`config.mk`:
```
export PLATFORM = sky130hd
export DESIGN_NAME = ctrs_capture_route
export DESIGN_NICKNAME = d
export VERILOG_FILES = /design/src/design/ctrs_capture_route.v /design/src/design/ctrs_sync_bit.v
export VERILOG_INCLUDE_DIRS = /design/src /design/src/design
export SDC_FILE = /design/constraint.sdc
export NUM_CORES = 1
export LEC_CHECK = 0
export ABC_AREA = 0
export BUFFER_PORTS_ARGS = -buffer_cell sky130_fd_sc_hd__buf_2
export CORE_MARGIN = 2
export CORE_UTILIZATION = 35
export CTS_CLUSTER_SIZE = 14
export DETAILED_ROUTE_END_ITERATION = 6
export PLACE_DENSITY = 0.63
export SYNTH_ARGS = -nofsm -noshare
export SYNTH_HDL_FRONTEND = slang
export SYNTH_SLANG_ARGS = --single-unit
```
`constraint.sdc`:
```
create_clock -name clock -period 2.3 [get_ports clock]
set_clock_uncertainty 0.1 [all_clocks]
set_input_delay 0.345 -clock clock [delete_from_list [all_inputs] [get_ports clock]]
set_output_delay 0.345 -clock clock [all_outputs]
set_load 0.005 [all_outputs]
```
`src/design/ctrs_consts.vh`:
```
// Purpose: Constants of the capture-to-routing status block
// Assumes: 32-bit APB register words at byte addresses
// Notes:   Offsets are byte addresses
`ifndef CTRS_CONSTS_VH
`define CTRS_CONSTS_VH
// ----------------------------------------
// Register offsets
// ----------------------------------------
`define CTRS_OFS_CTRL     12'h000
`define CTRS_OFS_NOTIFY   12'h004
`define CTRS_OFS_IRQ_EN   12'h008
`define CTRS_OFS_IRQ_CLR  12'h00C
`define CTRS_OFS_LEVEL    12'h010
`define CTRS_OFS_DATA0    12'h014
`define CTRS_OFS_DATA1    12'h018
// ----------------------------------------
// Control fields
// ----------------------------------------
`define CTRS_CTRL_ROUTE_EN  0
`define CTRS_CTRL_SEL0_LO   1
`define CTRS_CTRL_SEL1_LO   3
`define CTRS_CTRL_RESET     32'h0000_0000
// ----------------------------------------
// Notify fields
// ----------------------------------------
`define CTRS_NTF_NEWVAL   0
`define CTRS_NTF_ACKED    1
`define CTRS_NTF_LEVEL    2
`define CTRS_NTF_OVERFLOW 3
`define CTRS_NTF_TIMEOUT  4
`define CTRS_NTF_WIDTH    5
// ----------------------------------------
// Data word selections
// ----------------------------------------
`define CTRS_SEL_CAPTURE  2'h0
`define CTRS_SEL_EDGECNT  2'h1
`define CTRS_SEL_LEVEL    2'h2
`define CTRS_SEL_TIMEBASE 2'h3
`endif

```
`src/design/ctrs_capture_route.v`:
```
// Purpose: Capture channel output path to the routing unit, with status
// Assumes: Fast capture clock; routing side answers a toggle handshake
// Notes:   Capture and routing share the clock port; routing ack arrives
//          as a toggle and is synchronised before use
//
// Behaviour
// - With routing enabled, each capture is offered as request, words, control bits.
// - Control bit 1 flags overflow while pending; bit 2 flags timeout.
// - Fast cluster clock must still deliver true values of control bits 2,1.
// - Capture channel runs on its cluster clock.
// - Request stays pending until acknowledged, at least one round trip.
// - Control bit 0 shows new level if capture lands just before ack.
// - Late capture updates overflow bit and selected words consistently.
// - Overflow and timeout readable in notify bits 3 and 4.
// - Level embedded in data words via edge count or level select is correct.
//
// The APB slave port and the placing of the registers are this design's own decisions.
`timescale 1ns/1ps
`default_nettype none
`include "ctrs_consts.vh"
module ctrs_capture_route #(
    parameter DW = 24
) (
    // Clock and reset
    input  wire          clock,
    input  wire          rst,
    // APB slave
    input  wire          psel,
    input  wire          penable,
    input  wire          pwrite,
    input  wire [11:0]   paddr,
    input  wire [31:0]   pwdata,
    output reg  [31:0]   prdata,
    output reg           pready,
    output reg           pslverr,
    // Capture channel events
    input  wire          captureEvent,
    input  wire          timeoutEvent,
    input  wire          inputLevel,
    input  wire [DW-1:0] captureValue,
    input  wire [DW-1:0] timeBase,
    // Routing unit bundle
    output reg           routeReqToggle,
    output reg  [DW-1:0] routeData0,
    output reg  [DW-1:0] routeData1,
    output reg  [2:0]    arrivalControlBits,
    input  wire          routeAckToggle,
    // Interrupt
    output reg           irq
);
    // ----------------------------------------
    // Registers
    // ----------------------------------------
    reg  [31:0]                ctrl_q;
    reg  [`CTRS_NTF_WIDTH-1:0] notify_q;
    reg  [`CTRS_NTF_WIDTH-1:0] irqEn_q;
    reg  [DW-1:0]              edgeCnt_q;
    reg                        pending_q;
    reg                        queued_q;
    reg                        ackSeen_q;
    reg  [DW-1:0]              word0_q;
    reg  [DW-1:0]              word1_q;
    reg  [2:0]                 acb_q;
    reg                        lastLevel_q;
    wire                       ackSync;
    wire                       routeEn;
    wire [1:0]                 sel0;
    wire [1:0]                 sel1;
    wire                       ackPulse;
    wire                       inFlight;
    wire                       sendNow;
    wire                       routeCapture;
    wire                       routeTimeout;
    wire                       routeEvent;
    wire [DW-1:0]              nextEdgeCnt;
    reg  [DW-1:0]              newWord0;
    reg  [DW-1:0]              newWord1;
    wire                       apbSetup;
    wire                       apbWr;
    wire                       apbRd;
    wire                       hitCtrl;
    wire                       hitIrqEn;
    wire                       hitIrqClr;
    wire                       wrAllowed;
    wire [`CTRS_NTF_WIDTH-1:0] clrMask;
    wire [`CTRS_NTF_WIDTH-1:0] notifyNext;
    reg  [`CTRS_NTF_WIDTH-1:0] setMask;
    reg  [31:0]                rdMux;
    reg                        rdErr;

    // ----------------------------------------
    // Control decode
    // ----------------------------------------
    assign routeEn      = ctrl_q[`CTRS_CTRL_ROUTE_EN];
    assign sel0         = ctrl_q[`CTRS_CTRL_SEL0_LO+1:`CTRS_CTRL_SEL0_LO];
    assign sel1         = ctrl_q[`CTRS_CTRL_SEL1_LO+1:`CTRS_CTRL_SEL1_LO];
    assign routeCapture = routeEn && captureEvent;
    assign routeTimeout = routeEn && timeoutEvent;
    assign routeEvent   = routeCapture || routeTimeout;
    assign nextEdgeCnt  = edgeCnt_q + {{(DW-1){1'b0}}, 1'b1};

    // ----------------------------------------
    // Handshake state
    // ----------------------------------------
    // Sent bundle still waiting for the far end
    assign inFlight = routeReqToggle != ackSeen_q;
    assign ackPulse = pending_q && (ackSync != ackSeen_q);
    assign sendNow  = pending_q && !inFlight && !ackPulse;

    // ----------------------------------------
    // Bus decode
    // ----------------------------------------
    assign apbSetup  = psel && !penable;
    assign apbWr     = psel && penable && pwrite && pready;
    assign apbRd     = apbSetup && !pwrite;
    assign hitCtrl   = paddr == `CTRS_OFS_CTRL;
    assign hitIrqEn  = paddr == `CTRS_OFS_IRQ_EN;
    assign hitIrqClr = paddr == `CTRS_OFS_IRQ_CLR;
    assign wrAllowed = hitCtrl || hitIrqEn || hitIrqClr;
    assign clrMask   = (apbWr && hitIrqClr) ?
                       pwdata[`CTRS_NTF_WIDTH-1:0] : {`CTRS_NTF_WIDTH{1'b0}};

    // ----------------------------------------
    // Acknowledge synchroniser
    // ----------------------------------------
    ctrs_sync_bit u_ackSync (
        .clock   (clock),
        .rst     (rst),
        .asyncIn (routeAckToggle),
        .syncOut (ackSync)
    );

    // ----------------------------------------
    // Data word selection
    // ----------------------------------------
    // Edge count carries the level in bit 0
    always @* begin
        case (sel0)
            `CTRS_SEL_CAPTURE: newWord0 = captureValue;
            `CTRS_SEL_EDGECNT: begin
                newWord0 = {nextEdgeCnt[DW-1:1], inputLevel};
            end
            `CTRS_SEL_LEVEL: begin
                newWord0 = {{(DW-1){1'b0}}, inputLevel};
            end
            default: newWord0 = timeBase;
        endcase
    end

    always @* begin
        case (sel1)
            `CTRS_SEL_CAPTURE: newWord1 = captureValue;
            `CTRS_SEL_EDGECNT: begin
                newWord1 = {nextEdgeCnt[DW-1:1], inputLevel};
            end
            `CTRS_SEL_LEVEL: begin
                newWord1 = {{(DW-1){1'b0}}, inputLevel};
            end
            default: newWord1 = timeBase;
        endcase
    end

    // ----------------------------------------
    // Edge counter and last level
    // ----------------------------------------
    always @(posedge clock) begin
        if (rst) begin
            edgeCnt_q   <= {DW{1'b0}};
            lastLevel_q <= 1'b0;
        end else if (captureEvent) begin
            edgeCnt_q   <= nextEdgeCnt;
            lastLevel_q <= inputLevel;
        end
    end

    // ----------------------------------------
    // Acknowledge bookkeeping
    // ----------------------------------------
    always @(posedge clock) begin
        if (rst) begin
            ackSeen_q <= 1'b0;
        end else if (ackPulse) begin
            ackSeen_q <= ackSync;
        end
    end

    // ----------------------------------------
    // Capture bundle
    // ----------------------------------------
    always @(posedge clock) begin
        if (rst) begin
            word0_q <= {DW{1'b0}};
            word1_q <= {DW{1'b0}};
            acb_q   <= 3'h0;
        end else if (routeCapture) begin
            // Late capture overrides the acknowledged bundle
            word0_q  <= newWord0;
            word1_q  <= newWord1;
            acb_q[0] <= inputLevel;
            acb_q[1] <= pending_q && !ackPulse;
            acb_q[2] <= timeoutEvent;
        end else if (routeTimeout) begin
            acb_q[2] <= 1'b1;
            if (!pending_q || ackPulse) begin
                acb_q[0] <= lastLevel_q;
                acb_q[1] <= 1'b0;
            end
        end
    end

    // ----------------------------------------
    // Pending request
    // ----------------------------------------
    // An event after the send is queued so the ack cannot drop it
    always @(posedge clock) begin
        if (rst) begin
            pending_q <= 1'b0;
            queued_q  <= 1'b0;
        end else begin
            if (routeEvent && (inFlight || sendNow)) begin
                queued_q <= 1'b1;
            end else if (sendNow) begin
                queued_q <= 1'b0;
            end
            if (routeEvent) begin
                pending_q <= 1'b1;
            end else if (ackPulse) begin
                pending_q <= queued_q;
            end
        end
    end

    // ----------------------------------------
    // Routing handshake, whole bundle at once
    // ----------------------------------------
    always @(posedge clock) begin
        if (rst) begin
            routeReqToggle     <= 1'b0;
            routeData0         <= {DW{1'b0}};
            routeData1         <= {DW{1'b0}};
            arrivalControlBits <= 3'h0;
        end else if (sendNow) begin
            // Bundle is frozen until the far end toggles back
            routeData0         <= word0_q;
            routeData1         <= word1_q;
            arrivalControlBits <= acb_q;
            routeReqToggle     <= ~routeReqToggle;
        end
    end

    // ----------------------------------------
    // Notify status, set wins over clear
    // ----------------------------------------
    always @* begin
        setMask = {`CTRS_NTF_WIDTH{1'b0}};
        setMask[`CTRS_NTF_NEWVAL]   = captureEvent;
        setMask[`CTRS_NTF_ACKED]    = ackPulse;
        setMask[`CTRS_NTF_LEVEL]    = captureEvent && inputLevel;
        setMask[`CTRS_NTF_OVERFLOW] = captureEvent && pending_q
                                      && !ackPulse;
        setMask[`CTRS_NTF_TIMEOUT]  = timeoutEvent;
    end

    assign notifyNext = (notify_q & ~clrMask) | setMask;

    always @(posedge clock) begin
        if (rst) begin
            notify_q <= {`CTRS_NTF_WIDTH{1'b0}};
        end else begin
            notify_q <= notifyNext;
        end
    end

    // ----------------------------------------
    // Level interrupt
    // ----------------------------------------
    always @(posedge clock) begin
        if (rst) begin
            irq <= 1'b0;
        end else begin
            irq <= |(notifyNext & irqEn_q);
        end
    end

    // ----------------------------------------
    // APB slave
    // ----------------------------------------
    always @* begin
        rdErr = 1'b0;
        case (paddr)
            `CTRS_OFS_CTRL:    rdMux = ctrl_q;
            `CTRS_OFS_NOTIFY:  rdMux = {{(32-`CTRS_NTF_WIDTH){1'b0}},
                                       notify_q};
            `CTRS_OFS_IRQ_EN:  rdMux = {{(32-`CTRS_NTF_WIDTH){1'b0}},
                                       irqEn_q};
            `CTRS_OFS_IRQ_CLR: rdMux = 32'h0000_0000;
            `CTRS_OFS_LEVEL:   rdMux = {30'h000_0000, pending_q,
                                       lastLevel_q};
            `CTRS_OFS_DATA0:   rdMux = {{(32-DW){1'b0}}, word0_q};
            `CTRS_OFS_DATA1:   rdMux = {{(32-DW){1'b0}}, word1_q};
            default: begin
                rdMux = 32'h0000_0000;
                rdErr = 1'b1;
            end
        endcase
    end

    // ----------------------------------------
    // Bus response
    // ----------------------------------------
    always @(posedge clock) begin
        if (rst) begin
            prdata  <= 32'h0000_0000;
            pready  <= 1'b0;
            pslverr <= 1'b0;
        end else begin
            pready  <= apbSetup;
            pslverr <= 1'b0;
            if (apbRd) begin
                prdata <= rdMux;
            end
            if (apbSetup) begin
                pslverr <= pwrite ? !wrAllowed : rdErr;
            end
        end
    end

    // ----------------------------------------
    // Writable registers
    // ----------------------------------------
    always @(posedge clock) begin
        if (rst) begin
            ctrl_q  <= `CTRS_CTRL_RESET;
            irqEn_q <= {`CTRS_NTF_WIDTH{1'b0}};
        end else begin
            if (apbWr && hitCtrl) begin
                ctrl_q <= {27'h000_0000, pwdata[4:0]};
            end
            if (apbWr && hitIrqEn) begin
                irqEn_q <= pwdata[`CTRS_NTF_WIDTH-1:0];
            end
        end
    end
endmodule
`default_nettype wire

```
`src/design/ctrs_sync_bit.v`:
```
// Purpose: Two-flop level synchroniser
// Assumes: Input comes from the other clock domain
// Notes:   First flop feeds only the second
`timescale 1ns/1ps
`default_nettype none
module ctrs_sync_bit (
    // Clock and reset
    input  wire clock,
    input  wire rst,
    // Level
    input  wire asyncIn,
    output reg  syncOut
);
    reg meta_q;
    always @(posedge clock) begin
        if (rst) begin
            meta_q  <= 1'b0;
            syncOut <= 1'b0;
        end else begin
            meta_q  <= asyncIn;
            syncOut <= meta_q;
        end
    end
endmodule
`default_nettype wire

```
==> results.toml, run 1 <==
[yosys]
synth_area_um2 = 8000
synth_cells = 996
synth-seq-area-share_pct = 43.8
syn_avg_cell_area_um2 = 8.03
async_flop_share_pct = 0
ys_types = 53
synth_edf_count = 0
synth-main-ff-cell = "dfxtp_1"
yosys_warnings = 0
ys_seq_elements = 175

[setup_path]
r2r_start = "edgeCnt_q[3]"
cp-start-kind = "flip-flop"
critPathCaptureType = "flip-flop"
r2r_end = "word1_q[22]"
crit_path_start = "edgeCnt_q[3]"
required_ns = 2.55
rrSetupSlack_ns = 0.17
endpoint = "word1_q[22]"
crit_fanout = 12
worst-r2r-cell-count = 6
worst-setup-path-type = "flip-flop to flip-flop"
worstPathArrival_ns = 2.38

[pwr]
cellLeakagePower_nw = 3.69
peakVddDrop_mv = 0.434
power_density_nw_per_um2 = 631

[drt]
top_layer = "met5"
routed-via-count = 7791
ant_nets = 0
met3_length_um = 2060
drc = 0
wl_per_cell_um = 17.5
dr.pass1.iters = 6
drt-initial-drc-count = 524
wl_met2_um = 10500
drt_wl_total_um = 25100
met1_length_um = 11800
via_per_inst = 5.43

[floorplanning]
start_util_pct = 35.5
dieArea_um2 = 24100
die_y_um = 155
die_x_um = 155
core_um2 = 22500
num_io_pins = 188
rows = 55

[timing]
finalSetupViolations = 0
rsz0062_at_grt = "true"
post-route-min-period_ns = 2.13
setup_slack_ns = 0.167
drv_slew = 0
slew_headroom_pct = 29.9
worst_pin_slew_ns = 1.05
hold_violations = 0
fin_setup_tns_ns = 0
post-route-period-util_pct = 92.7
fmax_ghz = 0.469

[global_route]
antenna_found_initial = 8
grtUsageTotal_pct = 20.7
grt_max_degree = 63
grt_remaining_overflow = 0
grt_pass1_vias = 7084
grt_pass1_wl_um = 39200

[worst_hold_path]
min_path_type = "input port to flip-flop"

[placed_design]
dp_slack_ns = -0.0705
dp.cells = 1400
placed_area_um2 = 9190
dpl.hpwl_um = 18700
port_buffers = 152
place_congestion = 0.902

[cts]
cts_tree = "built"
cts_buffer_depth = 2
clk_pin_slew_ns = 0.07
numCtsBuffers = 17
htreeDepth = 4
cts_setup_buffers = 0
worstSkewPairLatency_ns = 0.43
numClockSinks = 175
root_buffer = "clkbuf_16"

[finish]
fin_area_um2 = 9810
drive_gt1_share_pct = 21.4
fillers = 2242
fin_cells = 1436
area_growth_syn_to_layout_pct = 22.7
final_core_util_pct = 43.6
nNetsFinal = 1236

[outcome]
status = "finished clean"

[run]
cap_violations = 0
-- placed cells by master (no fill, tap or decap), drive strengths merged, types with 3 or more instances in the layout --
master	synthesis	layout
a221oi	30	30
a211oi	30	30
a311oi	8	8
mux2i	21	21
and3	6	6
a21oi	83	83
nand3	25	25
or3	7	7
o31ai	3	3
buf	16	199
nor2b	7	7
nor2	102	102
conb	1	8
nor4	9	9
nand4	15	15
o21a	3	3
a31oi	5	5
inv	17	21
or4	3	3
a41oi	3	3
xor2	14	14
nand2	150	150
a22oi	30	30
a21boi	6	6
and4	6	6
dfxtp	175	175
xnor2	14	14
o21ai	79	79
and2	9	9
nor3	23	23
clkbuf	71	21
diode	0	4
clkinv	0	5
a2bb2oi	4	4
-- synthesized netlist by cell type, types with 7 or more instances --
| master | instances | area (um^2) |
|---|---|---|
| a211oi_1 | 30 | 225 |
| a21oi_1 | 83 | 415 |
| a221oi_1 | 30 | 263 |
| a22oi_1 | 30 | 225 |
| a311oi_1 | 8 | 70.1 |
| and2_1 | 9 | 56.3 |
| buf_4 | 8 | 60.1 |
| clkbuf_1 | 71 | 267 |
| dfxtp_1 | 175 | 3500 |
| inv_1 | 17 | 63.8 |
| mux2i_1 | 21 | 210 |
| nand2_1 | 150 | 563 |
| nand3_1 | 25 | 125 |
| nand4_1 | 15 | 93.8 |
| nor2_1 | 102 | 383 |
| nor3_1 | 21 | 105 |
| nor4_1 | 9 | 56.3 |
| o21ai_0 | 59 | 295 |
| o21ai_1 | 20 | 100 |
| or3_1 | 7 | 43.8 |
| xnor2_1 | 14 | 123 |
| xor2_1 | 14 | 123 |
-- layer usage --
metal / track usage, % / vias to the layer above
met3: 5.40 / 48
met5: 0 / -
li1: - / 3817
met4: 8.02 / 8
met2: 29.6 / 311
met1: 29.6 / 3607
-- sequential cells by signal, summed over array words and instances (netlist names), 5 cells and up --
name        flops
edgeCnt_q      24
word1_q        24
notify_q        5
irqEn_q         5
prdata         24
ctrl_q          5
routeData1     24
routeData0     24
word0_q        24
-- critical path: stages, from the launching register on --
cell      delay, ns
dfxtp_1        0.48
nand4_1        0.26
nor4_1         0.37
buf_4          0.25
and4_1         0.22
o21ai_0        0.13
a211oi_1       0.25
-- repair_timing --
action,4_1_cts,5_1_grt
hold buffers,0,0
resized for setup,0,2
endpoints found under the setup margin,0,14
-- power breakdown --
part	switching (mW)	leakage [nW]	total [mW]	internal, mW
registers	0.00957	1.41	3.05	3.04
clock network	1.26	0.288	2.87	1.61
logic	0.166	2.00	0.268	0.102
-- layout make-up --
cell class	instances	area, um^2	area share [%]
Inverter	17	63.8	0.651
Tap cell	285	357	3.64
Clock inverter	11	121	1.24
Multi-Input combinational cell	724	4090	41.7
Clock buffer	21	470	4.80
Timing Repair Buffer	199	1190	12.1
Antenna cell	4	10.0	0.102
Sequential cell	175	3500	35.7
-- per-stage QoR --
| stage | power (mW) | hold WS [ns] |
|---|---|---|
| final | 6.19 | 0.0256 |
| after CTS | 6.24 | 0.0167 |
| after global placement | 3.38 | 0.327 |
| after global routing | 6.39 | 0.0316 |
| after floorplan | 3.25 | 0.314 |
| after detailed placement | 3.39 | 0.335 |
-- worst min path at each step --
| stage | from | endpoint | slack, ns | depth (start not counted) |
|---|---|---|---|---|
| finish | routeAckToggle | u_ackSync.meta_q | 0.03 | 2 |
| global route | routeAckToggle | u_ackSync.meta_q | 0.03 | 2 |
| CTS | routeAckToggle | u_ackSync.meta_q | 0.02 | 2 |
| detailed placement | u_ackSync.meta_q | u_ackSync.syncOut | 0.33 | 1 |
| global placement | u_ackSync.meta_q | u_ackSync.syncOut | 0.33 | 1 |
| floorplan | u_ackSync.meta_q | u_ackSync.syncOut | 0.31 | 1 |
-- kinds of logic after synthesis --
family | share of synthesized area, %
multiplexers | 2.91
XOR/XNOR | 3.07
adder cells (fa/ha/maj) | 0.156
AO/OA/AOI/OAI | 23.3
flip-flops | 43.8
other | 0.0469
AND/OR/NAND/NOR | 21.1
buffers and inverters | 5.57
No activity file was read; power rests on OpenSTA's default activity.
==> inputs of run 2 (changes only) <==
Settings changed: ABC_AREA 0 to 1, CTS_BUF_LIST set to sky130_fd_sc_hd__clkbuf_4 sky130_fd_sc_hd__clkbuf_8 sky130_fd_sc_hd__clkbuf_16, SLEW_MARGIN set to 25.
==> run 2 against run 1 <==
Design area rose by 0.93%. Combinational power increased by 34%. Worst hold slack improved by 0.0044 ns. Critical path type unchanged. Largest cell class unchanged. Largest power group unchanged.
==> results.toml, run 2 <==
[pwr]
p_clk_share_pct = 46.5
power_frac_comb_pct = 5.5
switching_share_pct = 26.2
p_int_mw = 4.76
pwr-share-seq_pct = 48.0
power_density_nw_per_um2 = 652
cellLeakagePower_nw = 4.13
peakVddDrop_mv = 0.454
power_switching_mw = 1.69

[drt]
wl_per_cell_um = 16.3
drt_wl_total_um = 25300
drc = 0
drt-initial-drc-count = 617
via_per_inst = 5.03
routed-via-count = 7822
ant_nets = 0
dr.pass1.iters = 5

[setup_path]
crit_fanout = 4
worst-setup-path-type = "flip-flop to flip-flop"
cp-start-kind = "flip-flop"
crit_chain = "ha_1 > nand2_2 > nor2_4 > nand2_1 > nor2_2 > nand3_1 > xor2_1 > nand2_1 > a21oi_1"
crit_buf_inv = 0
crit_family = "simple AND/OR/NAND/NOR gates"
required_ns = 2.57
slowest_delay_ns = 0.39
critPathCaptureType = "flip-flop"
worstPathArrival_ns = 2.20
slowest_stage = "dfxtp_1"
cp_common_cell = "nand2_1"

[timing]
fin_setup_tns_ns = 0
hold_violations = 0
post-route-min-period_ns = 1.93
fmax_ghz = 0.518
post-route-period-util_pct = 83.9
worst_pin_slew_ns = 0.656
drv_slew = 0
slew_headroom_pct = 56.2
setup_slack_ns = 0.371
finalSetupViolations = 0
rsz0062_at_grt = "false"
holdWs_ns = 0.0301

[yosys]
ys_top_cells_by_area = "dfxtp_1 (43%), a21oi_1 (8.7%), o21ai_0 (8.4%)"
yosys_warnings = 0
async_flop_share_pct = 0
synth-seq-area-share_pct = 42.7
synth_top_cell_by_area = "dfxtp_1"
synth_common_cells = "nand2_1 (182), dfxtp_1 (175), a21oi_1 (143), o21ai_0 (138), inv_1 (112)"
syn_avg_cell_area_um2 = 7.53
ys_types = 46
synth.most_common_cell = "nand2_1"
ys_seq_elements = 175
synth_area_um2 = 8210
synth_cells = 1089
synth-main-ff-cell = "dfxtp_1"
synth_top_area_share_pct = 42.7
synth_edf_count = 0

[finish]
nNetsFinal = 1324
final_cell_mix = "nand2_1 (182), dfxtp_1 (175), buf_2 (152)"
area_growth_syn_to_layout_pct = 20.6
fillers = 2397
final_core_util_pct = 42.6
diodes = 0
drive_gt1_share_pct = 22.3
final_common_cell = "nand2_1"

[floorplanning]
num_io_pins = 188
start_util_pct = 35.3
die_x_um = 157
dieArea_um2 = 24700
die_y_um = 157
rows = 56
core_um2 = 23300

[cts]
cts_setup_buffers = 0
numClockSinks = 175
root_buffer = "clkbuf_16"
worstSkewPairLatency_ns = 0.44
cts_tree = "built"
htreeDepth = 4
cts_buffer_depth = 2
clk_pin_slew_ns = 0.07
numCtsBuffers = 17

[placed_design]
place_congestion = 0.881
port_buffers = 152
dp_slack_ns = 0.346
dpl.hpwl_um = 18500

[global_route]
antenna_found_initial = 2
grtUsageTotal_pct = 20.5
grt_remaining_overflow = 0
grt_pass1_vias = 7113
grt_max_degree = 84
grt_pass1_wl_um = 39100

[worst_hold_path]
min_path_type = "input port to flip-flop"

[outcome]
status = "finished clean"

[run]
cap_violations = 0
==> run 2: cell count changes after synthesis, sizes merged, moves of 29 or more <==
cell    before  now
a21oi       83  146
a22oi       30    0
clkbuf      71   42
inv         17  117
nand2      150  197
o21ai       79  145
==> run 2: final cells by class <==
class / count / area [um^2] / area share [%]
Timing Repair Buffer: 176 / 993 / 10.0
Tap cell: 319 / 399 / 4.03
Sequential cell: 175 / 3500 / 35.4
Clock inverter: 15 / 191 / 1.93
Inverter: 120 / 450 / 4.55
Multi-Input combinational cell: 732 / 3940 / 39.8
Clock buffer: 17 / 425 / 4.30
==> run 2: per-layer routing <==
layer,up-vias,part of all wire [%],track usage [%]
li1,3921,-,-
met5,-,0.13,0
met3,27,6.6,4.82
met1,3648,47,28.9
met4,4,1.4,5.71
met2,222,45,31.5
==> run 2: final timing paths <==
kind | slack (ns) | cells after the start | startpoint | end
setup / recovery | 0.37 | 9 | edgeCnt_q[1] | word1_q[22]
hold / removal | 0.03 | 2 | penable | pready
setup reg to reg | 0.37 | 9 | edgeCnt_q[1] | word1_q[22]
hold reg to reg | 0.31 | 2 | u_ackSync.meta_q | u_ackSync.syncOut
==> run 2: kinds of logic (layout without fill, tap and decap cells) <==
| group | count (synthesis) | in the layout | share of synthesized area (%) |
|---|---|---|---|
| XOR/XNOR | 22 | 22 | 2.44 |
| other | 1 | 8 | 0.0457 |
| flip-flops | 175 | 175 | 42.7 |
| AND/OR/NAND/NOR | 340 | 340 | 19.3 |
| adder cells (fa/ha/maj) | 1 | 1 | 0.152 |
| AO/OA/AOI/OAI | 361 | 361 | 25.7 |
| buffers and inverters | 189 | 328 | 9.71 |
==> run 2: repair_timing <==
action,4_1_cts,5_1_grt
gates resized for setup,0,0
hold endpoints to repair,1,0
hold buffers,1,0
==> run 2: metrics by stage <==
stage,area [um^2],instances,power (mW)
floorplan,8230,1096,3.37
global placement,9270,1521,3.52
detailed placement,9270,1521,3.52
CTS,9900,1554,6.51
global route,9900,1554,6.68
finish,9900,1554,6.46
==> run 2: power by group through the flow <==
stage	combinational [mW]	sequential, mW	clock, mW
after floorplan	0.203	3.17	0
after global placement	0.348	3.17	0
after detailed placement	0.353	3.17	0
after CTS	0.356	3.10	3.05
after global routing	0.394	3.10	3.18
final	0.358	3.10	3.00
